File: config.mk
export PLATFORM = sky130hd
export DESIGN_NAME = pcp_top
export DESIGN_NICKNAME = d
export VERILOG_FILES = /design/src/include/pcp_pkg.sv /design/src/hdl/pcp_debounce.sv /design/src/hdl/pcp_top.sv
export VERILOG_INCLUDE_DIRS = /design/src /design/src/include
export SDC_FILE = /design/constraint.sdc
export NUM_CORES = 1
export LEC_CHECK = 0
export CORE_ASPECT_RATIO = 1.4
export CORE_MARGIN = 2
export CORE_UTILIZATION = 50
export CTS_CLUSTER_DIAMETER = 30
export CTS_CLUSTER_SIZE = 8
export DETAILED_ROUTE_END_ITERATION = 8
export DONT_BUFFER_PORTS = 1
export PLACE_DENSITY = 0.75
export SLEW_MARGIN = 0
export SYNTH_ARGS = -nofsm -noshare
export SYNTH_HDL_FRONTEND = slang
export SYNTH_HIERARCHICAL = 1
export SYNTH_SLANG_ARGS = --single-unit
File: constraint.sdc
create_clock -name clk_i -period 9.85 [get_ports clk_i]
set_clock_uncertainty 0.05 [all_clocks]
set_input_delay 0.985 -clock clk_i [delete_from_list [all_inputs] [get_ports clk_i]]
set_output_delay 0.985 -clock clk_i [all_outputs]
set_load 0.02 [all_outputs]
File: src/include/pcp_params.svh
`ifndef PCP_PARAMS_SVH
`define PCP_PARAMS_SVH

// ----------------------------------------
// Timing
// ----------------------------------------
`define PCP_CLK_KHZ       125000
`define PCP_DB_SHORT_MS   32
`define PCP_DB_MID_MS     125
`define PCP_DB_LONG_MS    750
`define PCP_SEC_MS        1000
`define PCP_DISCHARGE_US  30
`define PCP_SLOT_CYC_DEF  250
`define PCP_CNT_W         27
`define PCP_SEC_MAX       5'h1f
`define PCP_TRESET_BASE_S 5'h02

// ----------------------------------------
// Register map
// ----------------------------------------
`define PCP_ADR_CTRL      8'h00
`define PCP_ADR_STAT      8'h04
`define PCP_ADR_IRQ       8'h08
`define PCP_CTRL_RSTEN    0
`define PCP_CTRL_DBNC     1
`define PCP_CTRL_DELAY    3
`define PCP_CTRL_SINV     5
`define PCP_STAT_SENSE    0
`define PCP_STAT_STBY     1
`define PCP_STAT_CPUREL   2
`define PCP_STAT_SUPPLY   3
`define PCP_STAT_STATE    4
`define PCP_IRQ_PUSH      0
`define PCP_IRQ_REL       1
`define PCP_IRQ_HOLD      2
`define PCP_IRQ_W         7
`define PCP_HOLD_N        5

`endif

File: src/include/pcp_pkg.sv
`include "pcp_params.svh"
package pcp_pkg;

  typedef enum logic [2:0] {st_off, st_pwrup, st_on, st_pwrdn, st_discharge} pcp_state_t;

  typedef struct packed {
    logic [1:0]            pin_sync;
    logic [1:0]            stby_sync;
    pcp_state_t            state;
    logic                  otp_load;
    logic                  rst_en;
    logic [1:0]            dbnc_sel;
    logic [1:0]            delay_sel;
    logic                  stby_inv;
    logic [`PCP_IRQ_W-1:0] irq;
    logic [`PCP_CNT_W-1:0] sub_cnt;
    logic [4:0]            sec_cnt;
    logic [7:0]            slot;
    logic [15:0]           slot_tmr;
    logic                  reset_pending;
    logic                  cpu_rst_n;
    logic                  cpu_rst_drv;
    logic                  standby;
    logic                  supplies_on;
    logic                  ack;
    logic [31:0]           dat;
  } pcp_top_t;

endpackage

File: src/hdl/pcp_debounce.sv
`timescale 1ns/1ps
`include "pcp_params.svh"
module pcp_debounce #(
  parameter int unsigned CNT_W = `PCP_CNT_W
) (
  // Clock and control
  input  wire logic             clk_i,
  input  wire logic             rst_i,
  input  wire logic             ce_i,
  // Level and thresholds
  input  wire logic             level_i,
  input  wire logic [CNT_W-1:0] fall_cyc_i,
  input  wire logic [CNT_W-1:0] rise_cyc_i,
  // Debounced result
  output logic                  level_o,
  output logic                  fall_o,
  output logic                  rise_o
);

  typedef struct packed {
    logic             lvl;
    logic             fall;
    logic             rise;
    logic [CNT_W-1:0] cnt;
  } pcp_db_t;

  localparam pcp_db_t RST_VAL = '{lvl: 1'b1, fall: 1'b0, rise: 1'b0, cnt: '0};

  pcp_db_t st;
  pcp_db_t next_st;

  always_comb
  begin
    logic [CNT_W-1:0] need;
    need = level_i ? rise_cyc_i : fall_cyc_i;
    next_st = st;
    next_st.fall = 1'b0;
    next_st.rise = 1'b0;
    if (level_i == st.lvl)
    begin
      next_st.cnt = '0;
    end
    else if (st.cnt >= need - 1'b1)
    begin
      next_st.lvl  = level_i;
      next_st.cnt  = '0;
      next_st.fall = !level_i;
      next_st.rise = level_i;
    end
    else
    begin
      next_st.cnt = st.cnt + 1'b1;
    end
  end

  always_ff @(posedge clk_i)
  begin
    if (rst_i)
      st <= RST_VAL;
    else if (ce_i)
      st <= next_st;
  end

  assign level_o = st.lvl;
  assign fall_o  = st.fall;
  assign rise_o  = st.rise;
endmodule

File: src/hdl/pcp_top.sv
// Added by the designer: the placing of the registers and the Wishbone slave port.
`timescale 1ns/1ps
`include "pcp_params.svh"
module pcp_top #(
  parameter int unsigned DB_SHORT_CYC = `PCP_DB_SHORT_MS * `PCP_CLK_KHZ,
  parameter int unsigned DB_MID_CYC   = `PCP_DB_MID_MS * `PCP_CLK_KHZ,
  parameter int unsigned DB_LONG_CYC  = `PCP_DB_LONG_MS * `PCP_CLK_KHZ,
  parameter int unsigned SEC_CYC      = `PCP_SEC_MS * `PCP_CLK_KHZ,
  parameter int unsigned SLOT_CYC     = `PCP_SLOT_CYC_DEF
) (
  // Clock and control
  input  wire logic        clk_i,
  input  wire logic        rst_i,
  input  wire logic        ce_i,
  // Wishbone slave
  input  wire logic        wb_cyc_i,
  input  wire logic        wb_stb_i,
  input  wire logic        wb_we_i,
  input  wire logic [7:0]  wb_adr_i,
  input  wire logic [3:0]  wb_sel_i,
  input  wire logic [31:0] wb_dat_i,
  output logic      [31:0] wb_dat_o,
  output logic             wb_ack_o,
  // OTP defaults
  input  wire logic        otp_button_edge_select_i,
  input  wire logic [1:0]  otp_button_debounce_default_i,
  input  wire logic [1:0]  otp_long_press_delay_default_i,
  input  wire logic [7:0]  otp_cpu_reset_release_slot_i,
  // Pins
  input  wire logic        power_on_input_i,
  input  wire logic        standby_i,
  output logic             processor_reset_n_o,
  output logic             processor_reset_oe_o,
  // Device state
  output logic             standby_mode_o,
  output logic             supplies_on_o
);

  localparam int unsigned DIS_CYC = (`PCP_DISCHARGE_US * `PCP_CLK_KHZ + 999) / 1000;
  localparam logic [4:0] HOLD_S [`PCP_HOLD_N] = '{5'h01, 5'h02, 5'h03, 5'h04, 5'h08};

  localparam pcp_pkg::pcp_top_t RST_VAL = '{
    pin_sync: 2'h3, stby_sync: 2'h0, state: pcp_pkg::st_off, otp_load: 1'b1,
    rst_en: 1'b0, dbnc_sel: 2'h0, delay_sel: 2'h0, stby_inv: 1'b0,
    irq: '0, sub_cnt: '0, sec_cnt: 5'h00, slot: 8'h00, slot_tmr: 16'h0000,
    reset_pending: 1'b0, cpu_rst_n: 1'b0, cpu_rst_drv: 1'b1, standby: 1'b0,
    supplies_on: 1'b0, ack: 1'b0, dat: 32'h0000_0000};

  pcp_pkg::pcp_top_t st;
  pcp_pkg::pcp_top_t next_st;

  logic db_level;
  logic db_fall;
  logic db_rise;

  // ----------------------------------------
  // Debounce decode
  // ----------------------------------------
  function automatic logic [`PCP_CNT_W-1:0] fall_need(input logic [1:0] sel);
    case (sel)
      2'b10:   fall_need = `PCP_CNT_W'(DB_MID_CYC);
      2'b11:   fall_need = `PCP_CNT_W'(DB_LONG_CYC);
      default: fall_need = `PCP_CNT_W'(DB_SHORT_CYC);
    endcase
  endfunction

  pcp_debounce #(
    .CNT_W (`PCP_CNT_W)
  ) u_debounce (
    .clk_i      (clk_i),
    .rst_i      (rst_i),
    .ce_i       (ce_i),
    .level_i    (st.pin_sync[1]),
    .fall_cyc_i (fall_need(st.dbnc_sel)),
    .rise_cyc_i (`PCP_CNT_W'(DB_SHORT_CYC)),
    .level_o    (db_level),
    .fall_o     (db_fall),
    .rise_o     (db_rise)
  );

  // ----------------------------------------
  // Next state
  // ----------------------------------------
  logic       bus_req;
  logic       sec_tick;
  logic       lp_hit;
  logic [4:0] sec_next;
  logic [31:0] rd;

  always_comb
  begin
    next_st = st;
    next_st.pin_sync  = {st.pin_sync[0], power_on_input_i};
    next_st.stby_sync = {st.stby_sync[0], standby_i};
    next_st.ack = 1'b0;

    // Register read mux
    rd = 32'h0000_0000;
    case (wb_adr_i)
      `PCP_ADR_CTRL:
      begin
        rd[`PCP_CTRL_RSTEN]     = st.rst_en;
        rd[`PCP_CTRL_DBNC +: 2]  = st.dbnc_sel;
        rd[`PCP_CTRL_DELAY +: 2] = st.delay_sel;
        rd[`PCP_CTRL_SINV]      = st.stby_inv;
      end
      `PCP_ADR_STAT:
      begin
        rd[`PCP_STAT_SENSE]      = st.pin_sync[1];
        rd[`PCP_STAT_STBY]       = st.standby;
        rd[`PCP_STAT_CPUREL]     = st.cpu_rst_n;
        rd[`PCP_STAT_SUPPLY]     = st.supplies_on;
        rd[`PCP_STAT_STATE +: 3] = st.state;
      end
      `PCP_ADR_IRQ: rd[`PCP_IRQ_W-1:0] = st.irq;
      default:      rd = 32'h0000_0000;
    endcase

    // Bus access, one ack per request
    bus_req = wb_cyc_i && wb_stb_i && !st.ack;
    if (bus_req)
    begin
      next_st.ack = 1'b1;
      next_st.dat = rd;
      if (wb_we_i && wb_sel_i[0])
      begin
        case (wb_adr_i)
          `PCP_ADR_CTRL:
          begin
            next_st.rst_en    = wb_dat_i[`PCP_CTRL_RSTEN];
            next_st.dbnc_sel  = wb_dat_i[`PCP_CTRL_DBNC +: 2];
            next_st.delay_sel = wb_dat_i[`PCP_CTRL_DELAY +: 2];
            next_st.stby_inv  = wb_dat_i[`PCP_CTRL_SINV];
          end
          `PCP_ADR_IRQ: next_st.irq = st.irq & ~wb_dat_i[`PCP_IRQ_W-1:0];
          default: ;
        endcase
      end
    end

    // OTP defaults load after reset and device reset
    if (st.otp_load)
    begin
      next_st.dbnc_sel  = otp_button_debounce_default_i;
      next_st.delay_sel = otp_long_press_delay_default_i;
      next_st.rst_en    = 1'b0;
      next_st.stby_inv  = 1'b0;
      next_st.otp_load  = 1'b0;
    end

    // Hold timers, run while debounced low; sub_cnt also counts while high in level mode in st_off
    sec_tick = 1'b0;
    sec_next = st.sec_cnt + 5'h01;
    if (db_level)
    begin
      next_st.sub_cnt = (!otp_button_edge_select_i && st.state == pcp_pkg::st_off
                         && st.pin_sync[1]) ? st.sub_cnt + 1'b1 : '0;
      next_st.sec_cnt = 5'h00;
    end
    else if (st.sub_cnt == `PCP_CNT_W'(SEC_CYC - 1))
    begin
      next_st.sub_cnt = '0;
      if (st.sec_cnt != `PCP_SEC_MAX)
      begin
        next_st.sec_cnt = sec_next;
        sec_tick = 1'b1;
      end
    end
    else
    begin
      next_st.sub_cnt = st.sub_cnt + 1'b1;
    end
    for (int i = 0; i < `PCP_HOLD_N; i++)
    begin
      if (sec_tick && sec_next == HOLD_S[i])
        next_st.irq[`PCP_IRQ_HOLD + i] = 1'b1;
    end
    lp_hit = sec_tick && sec_next == (`PCP_TRESET_BASE_S << st.delay_sel);

    // Press and release latches, set wins over clear
    if (st.state == pcp_pkg::st_on && db_fall)
      next_st.irq[`PCP_IRQ_PUSH] = 1'b1;
    if (st.state == pcp_pkg::st_on && db_rise)
      next_st.irq[`PCP_IRQ_REL] = 1'b1;

    // Power sequencer
    next_st.standby = 1'b0;
    case (st.state)
      pcp_pkg::st_off:
      begin
        next_st.supplies_on = 1'b0;
        if (otp_button_edge_select_i ? db_fall
            : (db_level && st.sub_cnt >= `PCP_CNT_W'(DB_SHORT_CYC - 1)))
        begin
          next_st.state    = pcp_pkg::st_pwrup;
          next_st.slot     = 8'h00;
          next_st.slot_tmr = 16'h0000;
        end
      end
      pcp_pkg::st_pwrup:
      begin
        next_st.supplies_on = 1'b1;
        if ((!otp_button_edge_select_i && !db_level) || lp_hit)
        begin
          next_st.state         = pcp_pkg::st_pwrdn;
          next_st.reset_pending = lp_hit && st.rst_en;
          next_st.slot          = 8'hff;
          next_st.slot_tmr      = 16'h0000;
        end
        else if (st.slot == otp_cpu_reset_release_slot_i)
        begin
          next_st.cpu_rst_n   = 1'b1;
          next_st.cpu_rst_drv = 1'b0;
          next_st.state       = pcp_pkg::st_on;
        end
        else if (st.slot_tmr == 16'(SLOT_CYC - 1))
        begin
          next_st.slot_tmr = 16'h0000;
          next_st.slot     = st.slot + 8'h01;
        end
        else
        begin
          next_st.slot_tmr = st.slot_tmr + 16'h0001;
        end
      end
      pcp_pkg::st_on:
      begin
        next_st.standby = st.stby_sync[1] ^ st.stby_inv;
        if ((!otp_button_edge_select_i && !db_level) || lp_hit)
        begin
          next_st.state         = pcp_pkg::st_pwrdn;
          next_st.reset_pending = lp_hit && st.rst_en;
          next_st.slot          = 8'hff;
          next_st.slot_tmr      = 16'h0000;
          next_st.standby       = 1'b0;
        end
      end
      pcp_pkg::st_pwrdn:
      begin
        if (st.slot == otp_cpu_reset_release_slot_i)
        begin
          next_st.cpu_rst_n   = 1'b0;
          next_st.cpu_rst_drv = 1'b1;
        end
        if (st.slot_tmr == 16'(SLOT_CYC - 1))
        begin
          next_st.slot_tmr = 16'h0000;
          if (st.slot == 8'h00)
          begin
            next_st.supplies_on = 1'b0;
            next_st.state = st.reset_pending ? pcp_pkg::st_discharge : pcp_pkg::st_off;
          end
          else
          begin
            next_st.slot = st.slot - 8'h01;
          end
        end
        else
        begin
          next_st.slot_tmr = st.slot_tmr + 16'h0001;
        end
      end
      pcp_pkg::st_discharge:
      begin
        if (st.slot_tmr == 16'(DIS_CYC - 1))
        begin
          next_st.state         = pcp_pkg::st_pwrup;
          next_st.otp_load      = 1'b1;
          next_st.reset_pending = 1'b0;
          next_st.slot          = 8'h00;
          next_st.slot_tmr      = 16'h0000;
        end
        else
        begin
          next_st.slot_tmr = st.slot_tmr + 16'h0001;
        end
      end
      default: next_st.state = pcp_pkg::st_off;
    endcase
  end

  always_ff @(posedge clk_i)
  begin
    if (rst_i)
      st <= RST_VAL;
    else if (ce_i)
      st <= next_st;
  end

  // ----------------------------------------
  // Outputs
  // ----------------------------------------
  assign wb_dat_o             = st.dat;
  assign wb_ack_o             = st.ack;
  assign processor_reset_n_o  = st.cpu_rst_n;
  assign processor_reset_oe_o = st.cpu_rst_drv;
  assign standby_mode_o       = st.standby;
  assign supplies_on_o        = st.supplies_on;
endmodule

**After elaboration in Yosys (flattened, before gate mapping)**

Cells that the tools add are included.

- Bitwise operators: 4
- Reduce and logical (&&, ||, !) cells: 71
- $add $sub $neg: 7
- Equality and inequality tests: 33
- Shift-type cells: 1
- Multiplexer cells: 63
- Magnitude comparators: 2

Operators by type and width:

| kind | number |
|---|---|
| $mux 27 | 5 |
| $pmux 24 s5 | 1 |
| $mux 24 | 3 |
| $add 27x1->27 const B | 2 |
| $pmux 27 s2 | 1 |
| $reduce_bool 2->1 | 27 |
| $reduce_and 4->1 | 9 |
| $mux 33 | 1 |
| $mux 16 | 2 |
| $mux 32 | 1 |
| $mux 8 | 4 |
| $eq 27x27->1 const B | 1 |
| $ge 27x22->1 const B | 1 |
| $ge 27x27->1 | 1 |
| $sub 27x1->27 const B | 1 |
| $mux 13 | 2 |
| $mux 25 | 1 |
| $mux 3 | 7 |
| $mux 1 | 18 |
| $pmux 6 s3 | 1 |
| $add 16x1->16 const B | 1 |
| $eq 16x12->1 const B | 1 |
| $eq 16x8->1 const B | 1 |
| $logic_and 1x1->1 | 16 |
| 45 further kinds | 73 |

- Logic and storage cells: 211
- Output and inout bits: 37
- Register bits: 120

**Longest topological paths before layout**

Gate-level depths: netlist of run 1.

- Depth in word-level cells: 8
- Depth in mapped cells: 24
- Gate-level depth less buffers: 17

**By module**

The synthesis of run 1 kept the hierarchy.

Modules (own cells, without submodules):

| module | times used | cells each | area each (µm²) |
|---|---|---|---|
| pcp_top | 1 | 672 | 5377.7 |
| pcp_debounce | 1 | 405 | 3049.2 |

**Worst setup path before layout of run 1**

Ideal clock, no wire load.

- Kind: register to register
- Start: reg st[105] in the netlist's numbering
- End: reg u_debounce/st[13] in the netlist's numbering
- Setup time: 0.106 ns
- Setup slack: 6.090 ns
- Arrival time: 3.605 ns
- Clock period less this slack: 3.760 ns
- Cell stages (with the launch flop): 17
- Buffers on the path: 1
- Required time: 9.694 ns
- Path through: dfxtp_1 > nand2_1 > inv_1 > nor3_1 > o22ai_1 > or2_0 > buf_2 > or4_4 > nor2_1 > xor2_1 > ha_1 > a21oi_1 > o21ai_0 > a22oi_1 > nor4b_1 > nand2_1 > o311ai_0

- Longest elaborated chain between the ends: 7
- Elaborated cells on any way between the ends: 8
- Classes of those cells: add/sub: 1; order compare: 1; eq/ne: 2; mux: 4

Ends and longest elaborated chain:

| what | line | source |
|---|---|---|
| start: declaration | pcp_top.sv:49 | `pcp_pkg::pcp_top_t st;` |
| start signal: assignment | pcp_top.sv:287 | `st <= next_st;` |
| $eq 2x2->1 | pcp_top.sv:60 | `case (sel)` |
| $pmux 27 s2 (*) | pcp_top.sv:60 |  |
| $mux 27 (*) | pcp_debounce.sv:35 | `need = level_i ? rise_cyc_i : fall_cyc_i;` |
| $sub 27x1->27 (*) | pcp_debounce.sv:43 | `else if (st.cnt >= need - 1'b1)` |
| $ge 27x27->1 (*) | pcp_debounce.sv:43 |  |
| $mux 27 (*) | pcp_debounce.sv:43 |  |
| $mux 27 (*) | pcp_debounce.sv:39 | `if (level_i == st.lvl)` |
| end signal: assignment | pcp_debounce.sv:61 | `st <= next_st;` |
| end: declaration | pcp_debounce.sv:29 | `pcp_db_t st;` |

Every way passes the cells marked *; elsewhere a longest branch is shown, timed or not.
A chain may end at the register's enable or synchronous reset.

**Worst setup path in the final report of run 1**

- Start: reg st[105] in the netlist's numbering
- End: reg u_debounce/st[26] in the netlist's numbering

Same word-level chain as after synthesis.

==> impl_metrics.py, run 1 <==
metrics = {
    "yosys": {
        "yosysMostFrequentCell": "nor2_1",
        "synth.area.mux_share": 0.0557,
        "synth-xor-area-share": 0.0704,
        "synth_common_cells": "nor2_1, dfxtp_1, nand2_1, a21oi_1, o21ai_0",
        "avgSynthCellArea_um2": 7.82,
        "yosys_warnings": 6,
        "synth_ff_type": "dfxtp_1",
        "syn_inst": 1077,
        "ys_seq_area_frac": 0.285,
        "synth_adder_area_share": 0.0609,
        "ys_seq_elements": 120,
        "yosys.cell_types.count": 75,
        "syn_area_um2": 8430,
        "synthArstFlopShare": 0,
        "synth-compound-area-share": 0.165,
        "yosysTopAreaCell": "dfxtp_1",
        "synth_top_family_by_area": "simple AND/OR/NAND/NOR gates",
        "ys_top_cells_by_area": "dfxtp_1, ha_1, nor2_1",
        "synth_edf_count": 0,
        "synth-simple-area-share": 0.293,
        "synth_top_area_frac": 0.285,
    },
    "timing": {
        "worstMarginPinSlew_ns": 1.02,
        "hold_viol_final": 0,
        "post-route-period-util": 0.525,
        "fmax_mhz": 194,
        "holdWs_ns": 0.410,
        "rsz0062_at_grt": "no",
        "setup_tns_ns": 0,
        "period_needed_ns": 5.17,
        "relSlewSlack": 0.322,
        "setup_viol": 0,
        "maxSlewViolCount": 0,
    },
    "die": {
        "ios": 102,
        "coreArea_um2": 16600,
        "initial_core_util": 0.507,
        "num_rows": 56,
        "die_area_um2": 17900,
        "die_w_um": 114,
        "fp.dieH_um": 158,
    },
    "drt": {
        "remaining_drc_errors": 0,
        "route.vias.total": 7521,
        "ant_nets": 0,
        "wire_per_inst_um": 15.0,
        "drt_iter0_markers": 387,
        "drt-met1-wl_um": 8190,
        "wirelength_um": 20000,
        "dr.pass1.iters": 5,
        "met2WireLength_um": 10500,
        "wl_met3_um": 808,
        "routed.top_layer": "met4",
        "avgViaCountPerCell": 5.66,
    },
    "flow_run": {
        "maxCapViolCount": 0,
    },
    "worst_setup_path": {
        "reg2reg_from": "st[105]",
        "worstSetupStartpoint": "st[105]",
        "crit_path_end_kind": "flop",
        "r2r_end": "u_debounce/st[26]",
        "cp_data_arrival_time_ns": 5.46,
        "critPathLaunchType": "flop",
        "criticalPathCategory": "flop to flop",
        "cp_max_fo": 23,
        "ff2ff_setup_slack_ns": 4.68,
        "crit_required_ns": 10.14,
        "rr_worst_depth": 17,
    },
    "layout": {
        "fill_cells": 1611,
        "antennaDiodeCount": 0,
        "nets": 1220,
        "register_area_um2": 2400,
        "drive_above_1_share": 0.0506,
        "area_growth_syn_to_layout_pct": 8.94,
        "multi_input_area_um2": 5810,
    },
    "hold_path": {
        "whs_path_depth": 2,
        "hold_class": "flop to flop",
        "min_from": "st[99]",
        "hold_path_end": "st[99]",
    },
    "clocking": {
        "cts_post_setup_buffers_inserted": 0,
        "cts_root_buffer": "clkbuf_16",
        "post_cts_resized": 0,
        "cts_sinks": 120,
        "clock_path_buffers": 2,
        "clk_pin_slew_ns": 0.05,
        "worstSkewPairLatency_ns": 0.41,
        "numCtsBuffers": 17,
        "cts_tree": "built",
        "postCtsHoldBufs": 0,
        "ctsHtreeMaxLevel": 4,
    },
    "outcome": {
        "outcome": "completed",
    },
    "grt": {
        "grt_max_degree": 84,
        "grt_antenna_before_repair": 0,
        "gr-total-overflow": 0,
        "first_global_vias": 7011,
        "grt_pass1_wl_um": 32700,
        "grt.total_usage": 0.224,
    },
    "power_and_ir_drop": {
        "p_per_area_nw_per_um2": 130,
        "finalPower_mw": 1.19,
        "ir_worst_vdd_mv": 0.114,
        "p_leak_nw": 3.58,
    },
    "placed_design": {
        "gp_congestion": 0.901,
        "hpwl_um": 14600,
        "io_buffer_count": 0,
    },
}
-- cell usage in the layout, fill, tap and decap left out, drive strengths merged, types with 6 or more instances in the layout --
cell and n:
nor2 126, dfxtp 120, conb 101, nand2 93
a21oi 74, o21ai 54, nand3 44, xor2 44
mux2i 42, ha 41, nor3 33, inv 31
nand4 22, xnor2 21, clkbuf 20, a22oi 19
nand2b 18, a31oi 17, and3 16, nor4 16
nor3b 14, or3 13, nor2b 9, o32ai 9
nor4b 9, or4b 9, a211oi 7, or4 7
and2 7, or2 7, o31a 6
-- flip-flops by register name, summed over array words and instances (netlist names) --
register,count
supplies_on_o,1
u_debounce/level_o,1
u_debounce/st,27
st,76
standby_mode_o,1
processor_reset_n_o,1
u_debounce/rise_o,1
wb_ack_o,1
u_debounce/fall_o,1
wb_dat_o,7
processor_reset_oe_o,1
next_st,2
-- metal layers --
| metal | track usage | up-vias |
|---|---|---|
| met3 | 0.0498 | 31 |
| met2 | 0.425 | 148 |
| li1 | - | 3840 |
| met4 | 0.0778 | 0 |
| met5 | 0 | - |
| met1 | 0.244 | 3502 |
-- metrics by stage --
step / std cells / setup slack (ns) / utilization / area (um2)
final: 1329 / 4.68 / 0.553 / 9180
after global routing: 1329 / 4.22 / 0.553 / 9180
after floorplan: 1176 / 6.09 / - / 8800
after CTS: 1329 / 4.68 / 0.553 / 9180
after global placement: 1298 / 4.83 / 0.518 / 8610
after detailed placement: 1298 / 4.74 / 0.518 / 8610
-- layout make-up --
class | instances | share of cell area
well taps | 203 | 0.0277
clock buffers | 20 | 0.0487
multi-input cells | 941 | 0.633
flip-flops and latches | 120 | 0.262
clock inverters | 11 | 0.0138
inverters | 31 | 0.0127
repair buffers | 3 | 0.00245
-- where the power goes --
part / total (mW) / leakage (nW) / switching (mW) / internal [mW]
Sequential: 0.495 / 0.968 / 0.00567 / 0.489
Clock: 0.602 / 0.268 / 0.225 / 0.377
Combinational: 0.0929 / 2.34 / 0.0583 / 0.0346
-- worst max-delay path: stages, from the launching register on --
cell and delay (ns):
dfxtp_1 0.47, nand2_1 0.35, inv_1 0.26, nor3_1 0.28
o22ai_1 0.15, or2_0 0.36, or4_4 0.48, nor2_1 0.14
xor2_1 0.19, ha_1 0.28, a21oi_1 0.14, o21ai_0 0.09
a22oi_1 0.23, nand3_1 0.41, nor2_1 0.52, buf_4 0.36
a41oi_1 0.15, a31oi_1 0.16
-- logic make-up after synthesis --
logic type | Yosys count
adders and majority gates | 41
DFF | 120
other | 2
buffers and inverters | 115
muxes | 46
AOI/OAI and AO/OA | 222
xor gates and xnor gates | 66
and+or+nand+nor | 465
-- how the worst max path moves through the flow --
stage	endpoint	slack (ns)	cells past startpoint
3_3_place_gp	u_debounce/st[26]	4.83	17
3_5_place_dp	u_debounce/st[26]	4.74	17
4_1_cts	u_debounce/st[26]	4.68	17
6_report	u_debounce/st[26]	4.68	17
5_1_grt	u_debounce/st[20]	4.22	17
2_1_floorplan	u_debounce/st[13]	6.09	16
Note: power is estimated with default switching activity, not from simulation.
==> run 2, diff against run 1 <==
Clock period 9.85 ns to 5 ns, I/O delays scaled along.
==> run 2 against run 1 <==
  * Cell area increased by 0.44%
  * Total power up 96%
  * Fmax increased by 16%
  * Clock power increased by 96%
  * First-iteration DRC count is 13% higher
  * Sequential share of layout area down 0.11 points
  * Combinational power increased by 96%
  * Critical endpoint is now u_debounce/st[13]
  * Hold slack got worse by 0.31 ns
  * Highest routed layer unchanged
  * Clock-buffer cell count down 2
  * Flip-flop and latch count is the same
==> impl_metrics.py, run 2 (synthesized netlist as in run 1, its figures left out) <==
metrics = {
    "worst_setup_path": {
        "cp_max_fo": 14,
        "cp_common_cell": "nand2_1",
        "critPathSlowestCell": "nor4b_1",
        "cp_top_family": "simple AND/OR/NAND/NOR gates",
        "cp_data_arrival_time_ns": 4.70,
        "crit_path_end_kind": "flop",
        "criticalPathCategory": "flop to flop",
        "critPathLaunchType": "flop",
        "crit_path_max_incr_delay_ns": 0.59,
        "crit_required_ns": 5.26,
        "critPathBufInv": 1,
        "worstPathCellList": "nand2_1, inv_1, nor3_1, o22ai_1, or2_0, or4_4, nor2_1, xor2_1, ha_1, a21oi_1, o21ai_0, a22oi_1, nor4b_1, nand2_1, o311ai_0",
    },
    "clocking": {
        "cts_post_setup_buffers_inserted": 0,
        "cts_root_buffer": "clkbuf_16",
        "post_cts_resized": 0,
        "clk_pin_slew_ns": 0.06,
        "numCtsBuffers": 17,
        "clock_path_buffers": 2,
        "postCtsHoldBufs": 0,
        "ctsHtreeMaxLevel": 4,
        "cts_tree": "built",
        "worstSkewPairLatency_ns": 0.43,
        "cts_sinks": 120,
    },
    "power_and_ir_drop": {
        "p_per_area_nw_per_um2": 253,
        "ir_worst_vdd_mv": 0.279,
        "p_leak_nw": 3.61,
        "finalPower_mw": 2.34,
    },
    "timing": {
        "setup_viol": 0,
        "post-route-period-util": 0.888,
        "fmax_mhz": 225,
        "final.setup.worst_slack_ns": 0.558,
        "worstMarginPinSlew_ns": 1.02,
        "hold_viol_final": 0,
        "setup_tns_ns": 0,
        "period_needed_ns": 4.44,
        "maxSlewViolCount": 0,
        "relSlewSlack": 0.318,
        "rsz0062_at_grt": "no",
    },
    "layout": {
        "largest_register_ffs": 76,
        "fill_cells": 1561,
        "top_register": "st",
        "area_growth_syn_to_layout_pct": 9.41,
        "antennaDiodeCount": 0,
        "register_area_um2": 2400,
        "nets": 1226,
        "drive_above_1_share": 0.0583,
        "mostFrequentLayoutCells": "nor2_1, dfxtp_1, conb_1, nand2_1, a21oi_1",
        "multi_input_area_um2": 5810,
        "final_common_cell": "nor2_1",
    },
    "grt": {
        "grt_max_degree": 84,
        "gr-total-overflow": 0,
        "grt_antenna_before_repair": 0,
        "grt_pass1_wl_um": 33100,
        "first_global_vias": 7001,
        "grt.total_usage": 0.229,
    },
    "die": {
        "initial_core_util": 0.507,
        "num_rows": 56,
        "ios": 102,
        "fp.dieH_um": 158,
        "coreArea_um2": 16600,
        "die_w_um": 114,
        "die_area_um2": 17900,
    },
    "drt": {
        "wirelength_um": 20300,
        "dr.pass1.iters": 5,
        "ant_nets": 0,
        "wire_per_inst_um": 15.2,
        "drt_iter0_markers": 439,
        "route.vias.total": 7579,
        "remaining_drc_errors": 0,
        "avgViaCountPerCell": 5.67,
    },
    "placed_design": {
        "hpwl_um": 14700,
        "gp_congestion": 0.896,
        "post-place-ws_ns": 0.628,
        "io_buffer_count": 0,
    },
    "hold_path": {
        "hold_class": "input port to flop",
    },
    "flow_run": {
        "maxCapViolCount": 0,
    },
    "outcome": {
        "outcome": "completed",
    },
}
## run 2: changes by cell type in the layout (fill, tap and decap cells not counted), sizes merged
cell | previous run | this run
clkinv | 5 | 10
clkinvlp | 4 | 3
buf | 3 | 9
clkbuf | 20 | 18
bufinv | 2 | 1
## run 2: where the power goes
part / internal, mW / leakage [nW] / switching, mW
combinational: 0.0702 / 2.37 / 0.111
clock: 0.697 / 0.272 / 0.480
sequential: 0.963 / 0.968 / 0.0137
total: 1.73 / 3.61 / 0.605
## run 2: worst paths after layout
path | from | to | slack, ns | cells after the start
max | st[105] | u_debounce/st[13] | 0.56 | 15
min | rst_i | wb_ack_o | 0.1 | 1
max reg2reg | st[105] | u_debounce/st[13] | 0.56 | 15
min reg2reg | st[99] | st[99] | 0.42 | 2
## run 2: final cells by class
type / instances / share of cell area
multi-input cells: 941 / 0.630
well taps: 203 / 0.0275
clock inverters: 14 / 0.0140
repair buffers: 9 / 0.00733
flip-flops and latches: 120 / 0.261
clock buffers: 18 / 0.0476
inverters: 31 / 0.0126
## run 2: worst register-to-register path, delay by kind of cell (launching register included)
kind                       cells  cell delay (ns)
AOI/OAI and AO/OA              5             0.96
and+or+nand+nor                7             2.21
xor gates and xnor gates       1             0.17
DFF                            1             0.46
buffers and inverters          1             0.20
adders and majority gates      1             0.28
## run 2: per-stage QoR
stage          std cells  cell area [um2]   util  hold WS, ns
3_5_place_dp        1304             8650  0.521        0.398
6_report            1336             9220  0.555       0.0987
3_3_place_gp        1304             8650  0.521        0.390
2_1_floorplan       1176             8800      -        0.381
4_1_cts             1336             9220  0.555       0.0865
5_1_grt             1336             9220  0.555       0.0907
## run 2: layer usage
layer  vias up  part of all wire  global-route usage
met5         -                 0                   0
met2       166              0.53               0.431
met4         0             0.025              0.0819
met1      3528              0.40               0.252
met3        35             0.044              0.0498
li1       3850                 -                   -
==> run 3, diff against run 2 <==
Settings changed: SKIP_LAST_GASP from default to 1, SYNTH_HIERARCHICAL 1 to default.
Clock period 5 ns to 5.05 ns, I/O delays scaled along.
==> run 3 against run 2 <==
  * Critical path depth shrank 6
  * Highest routed layer unchanged
  * Combinational power fell by 55%
  * Utilization down 0.26 points
  * Clock-buffer cell count unchanged
  * Largest power group unchanged
  * Synthesized area down 13%
==> impl_metrics.py, run 3 <==
metrics = {
    "yosys": {
        "ys_top_cells_by_area": "dfxtp_1, ha_1, nor2_1",
        "syn_area_um2": 7360,
        "yosysMostFrequentCell": "dfxtp_1",
        "yosys.cell_types.count": 66,
        "yosys_warnings": 0,
        "synth_common_cells": "dfxtp_1, nor2_1, nand2_1, a21oi_1, nand3_1",
        "syn_inst": 935,
        "synth_ff_type": "dfxtp_1",
        "yosysTopAreaCell": "dfxtp_1",
        "synthArstFlopShare": 0,
        "synth_top_area_frac": 0.326,
        "synth_edf_count": 0,
        "ys_seq_area_frac": 0.326,
        "avgSynthCellArea_um2": 7.87,
        "ys_seq_elements": 120,
    },
    "grt": {
        "grt_antenna_before_repair": 0,
        "gr-total-overflow": 0,
        "grt_max_degree": 72,
        "grt_pass1_wl_um": 28900,
        "grt.total_usage": 0.226,
        "first_global_vias": 6159,
    },
    "die": {
        "fp.dieH_um": 148,
        "die_w_um": 107,
        "ios": 102,
        "num_rows": 52,
        "coreArea_um2": 14400,
        "initial_core_util": 0.510,
        "die_area_um2": 15700,
    },
    "timing": {
        "holdWs_ns": 0.109,
        "final.setup.worst_slack_ns": 1.28,
        "maxSlewViolCount": 0,
        "period_needed_ns": 3.77,
        "fmax_mhz": 265,
        "worstMarginPinSlew_ns": 1.09,
        "setup_tns_ns": 0,
        "relSlewSlack": 0.273,
        "setup_viol": 0,
        "post-route-period-util": 0.746,
        "rsz0062_at_grt": "no",
        "hold_viol_final": 0,
    },
    "drt": {
        "wirelength_um": 17400,
        "wire_per_inst_um": 15.6,
        "remaining_drc_errors": 0,
        "avgViaCountPerCell": 5.88,
        "dr.pass1.iters": 5,
        "route.vias.total": 6555,
        "drt_iter0_markers": 445,
        "ant_nets": 0,
    },
    "clocking": {
        "cts_sinks": 120,
        "worstSkewPairLatency_ns": 0.43,
        "post_cts_resized": 0,
        "numCtsBuffers": 17,
        "postCtsHoldBufs": 0,
        "cts_tree": "built",
        "ctsHtreeMaxLevel": 4,
        "cts_post_setup_buffers_inserted": 0,
        "clk_pin_slew_ns": 0.06,
        "cts_root_buffer": "clkbuf_16",
        "clock_path_buffers": 2,
    },
    "layout": {
        "antennaDiodeCount": 0,
        "nets": 1012,
        "final_common_cell": "dfxtp_1",
        "post-route-util": 0.553,
        "final_area_um2": 7980,
        "layout.cells.non_filler": 1114,
        "mostFrequentLayoutCells": "dfxtp_1, nor2_1, nand2_1, a21oi_1, nand3_1",
        "top_register": "st",
        "area_growth_syn_to_layout_pct": 8.41,
        "largest_register_ffs": 76,
        "drive_above_1_share": 0.0530,
    },
    "hold_path": {
        "hold_class": "input port to flop",
    },
    "placed_design": {
        "gp_congestion": 0.909,
        "post-place-ws_ns": 1.35,
        "place_area_um2": 7330,
        "hpwl_um": 12400,
        "io_buffer_count": 0,
        "placed_cells": 1082,
    },
    "worst_setup_path": {
        "crit_path_end_kind": "flop",
        "cp_data_arrival_time_ns": 4.03,
        "critPathLaunchType": "flop",
        "cp_max_fo": 8,
        "crit_required_ns": 5.31,
        "criticalPathCategory": "flop to flop",
    },
    "flow_run": {
        "maxCapViolCount": 0,
    },
    "outcome": {
        "outcome": "completed",
    },
    "power_and_ir_drop": {
        "p_per_area_nw_per_um2": 298,
        "p_leak_nw": 2.97,
        "ir_worst_vdd_mv": 0.222,
        "finalPower_mw": 2.38,
    },
}
-- run 3: cell count changes after synthesis, moves of 11 or more --
| cell | before | now |
|---|---|---|
| xor2_1 | 44 | 14 |
| nor2_1 | 126 | 97 |
| mux2i_1 | 42 | 17 |
| a21oi_1 | 74 | 56 |
| o31ai_1 | 3 | 18 |
| nand2_1 | 93 | 81 |
| xnor2_1 | 21 | 32 |
-- run 3: critical path, cell delays in order (launching register included) --
cell	delay, ns
dfxtp_1	0.38
ha_1	0.27
xnor2_1	0.39
nor4bb_1	0.33
mux2i_1	0.20
a2111oi_4	0.37
o2111ai_1	0.39
a211oi_1	0.92
a311o_1	0.27
o21ai_0	0.07
-- run 3: path summary, 6_finish.rpt --
path / cells after the start / end / startpoint / slack, ns
setup / recovery: 9 / st[56] / st[62] / 1.28
hold / removal: 1 / st[66] / rst_i / 0.11
setup reg to reg: 9 / st[56] / st[62] / 1.28
hold reg to reg: 2 / st[95] / u_debounce.rise_o / 0.40
-- run 3: cell families after synthesis --
family,Yosys count,synth area share
AND/OR/NAND/NOR,399,0.279
AO/OA/AOI/OAI,206,0.184
flip-flops,120,0.326
buffers and inverters,110,0.0727
XOR/XNOR,46,0.0547
adder cells (fa/ha/maj),35,0.0595
multiplexers,17,0.0231
other,2,0.00102
-- run 3: cell type report --
| type | count | area, um2 |
|---|---|---|
| clock buffers | 18 | 439 |
| clock inverters | 14 | 209 |
| fillers | 1378 | 6460 |
| inverters | 39 | 146 |
| multi-input cells | 731 | 4530 |
| flip-flops and latches | 120 | 2400 |
| well taps | 189 | 236 |
| repair buffers | 3 | 22.5 |
-- run 3: power breakdown --
group          leakage, nW  switching [mW]  internal, mW
Clock                0.314           0.478         0.851
Combinational         1.69          0.0546        0.0274
Sequential           0.969          0.0127         0.955
-- run 3: per-layer routing --
layer  part of all wire  routed length [um]  up-vias  global-route usage
met5                  0                   0        -                   0
met4              0.024                 422        0              0.0942
met3              0.046                 804       37              0.0516
met2               0.53                9160      173               0.413
met1               0.40                7020     3067               0.248
li1                   -                   -     3278                   -
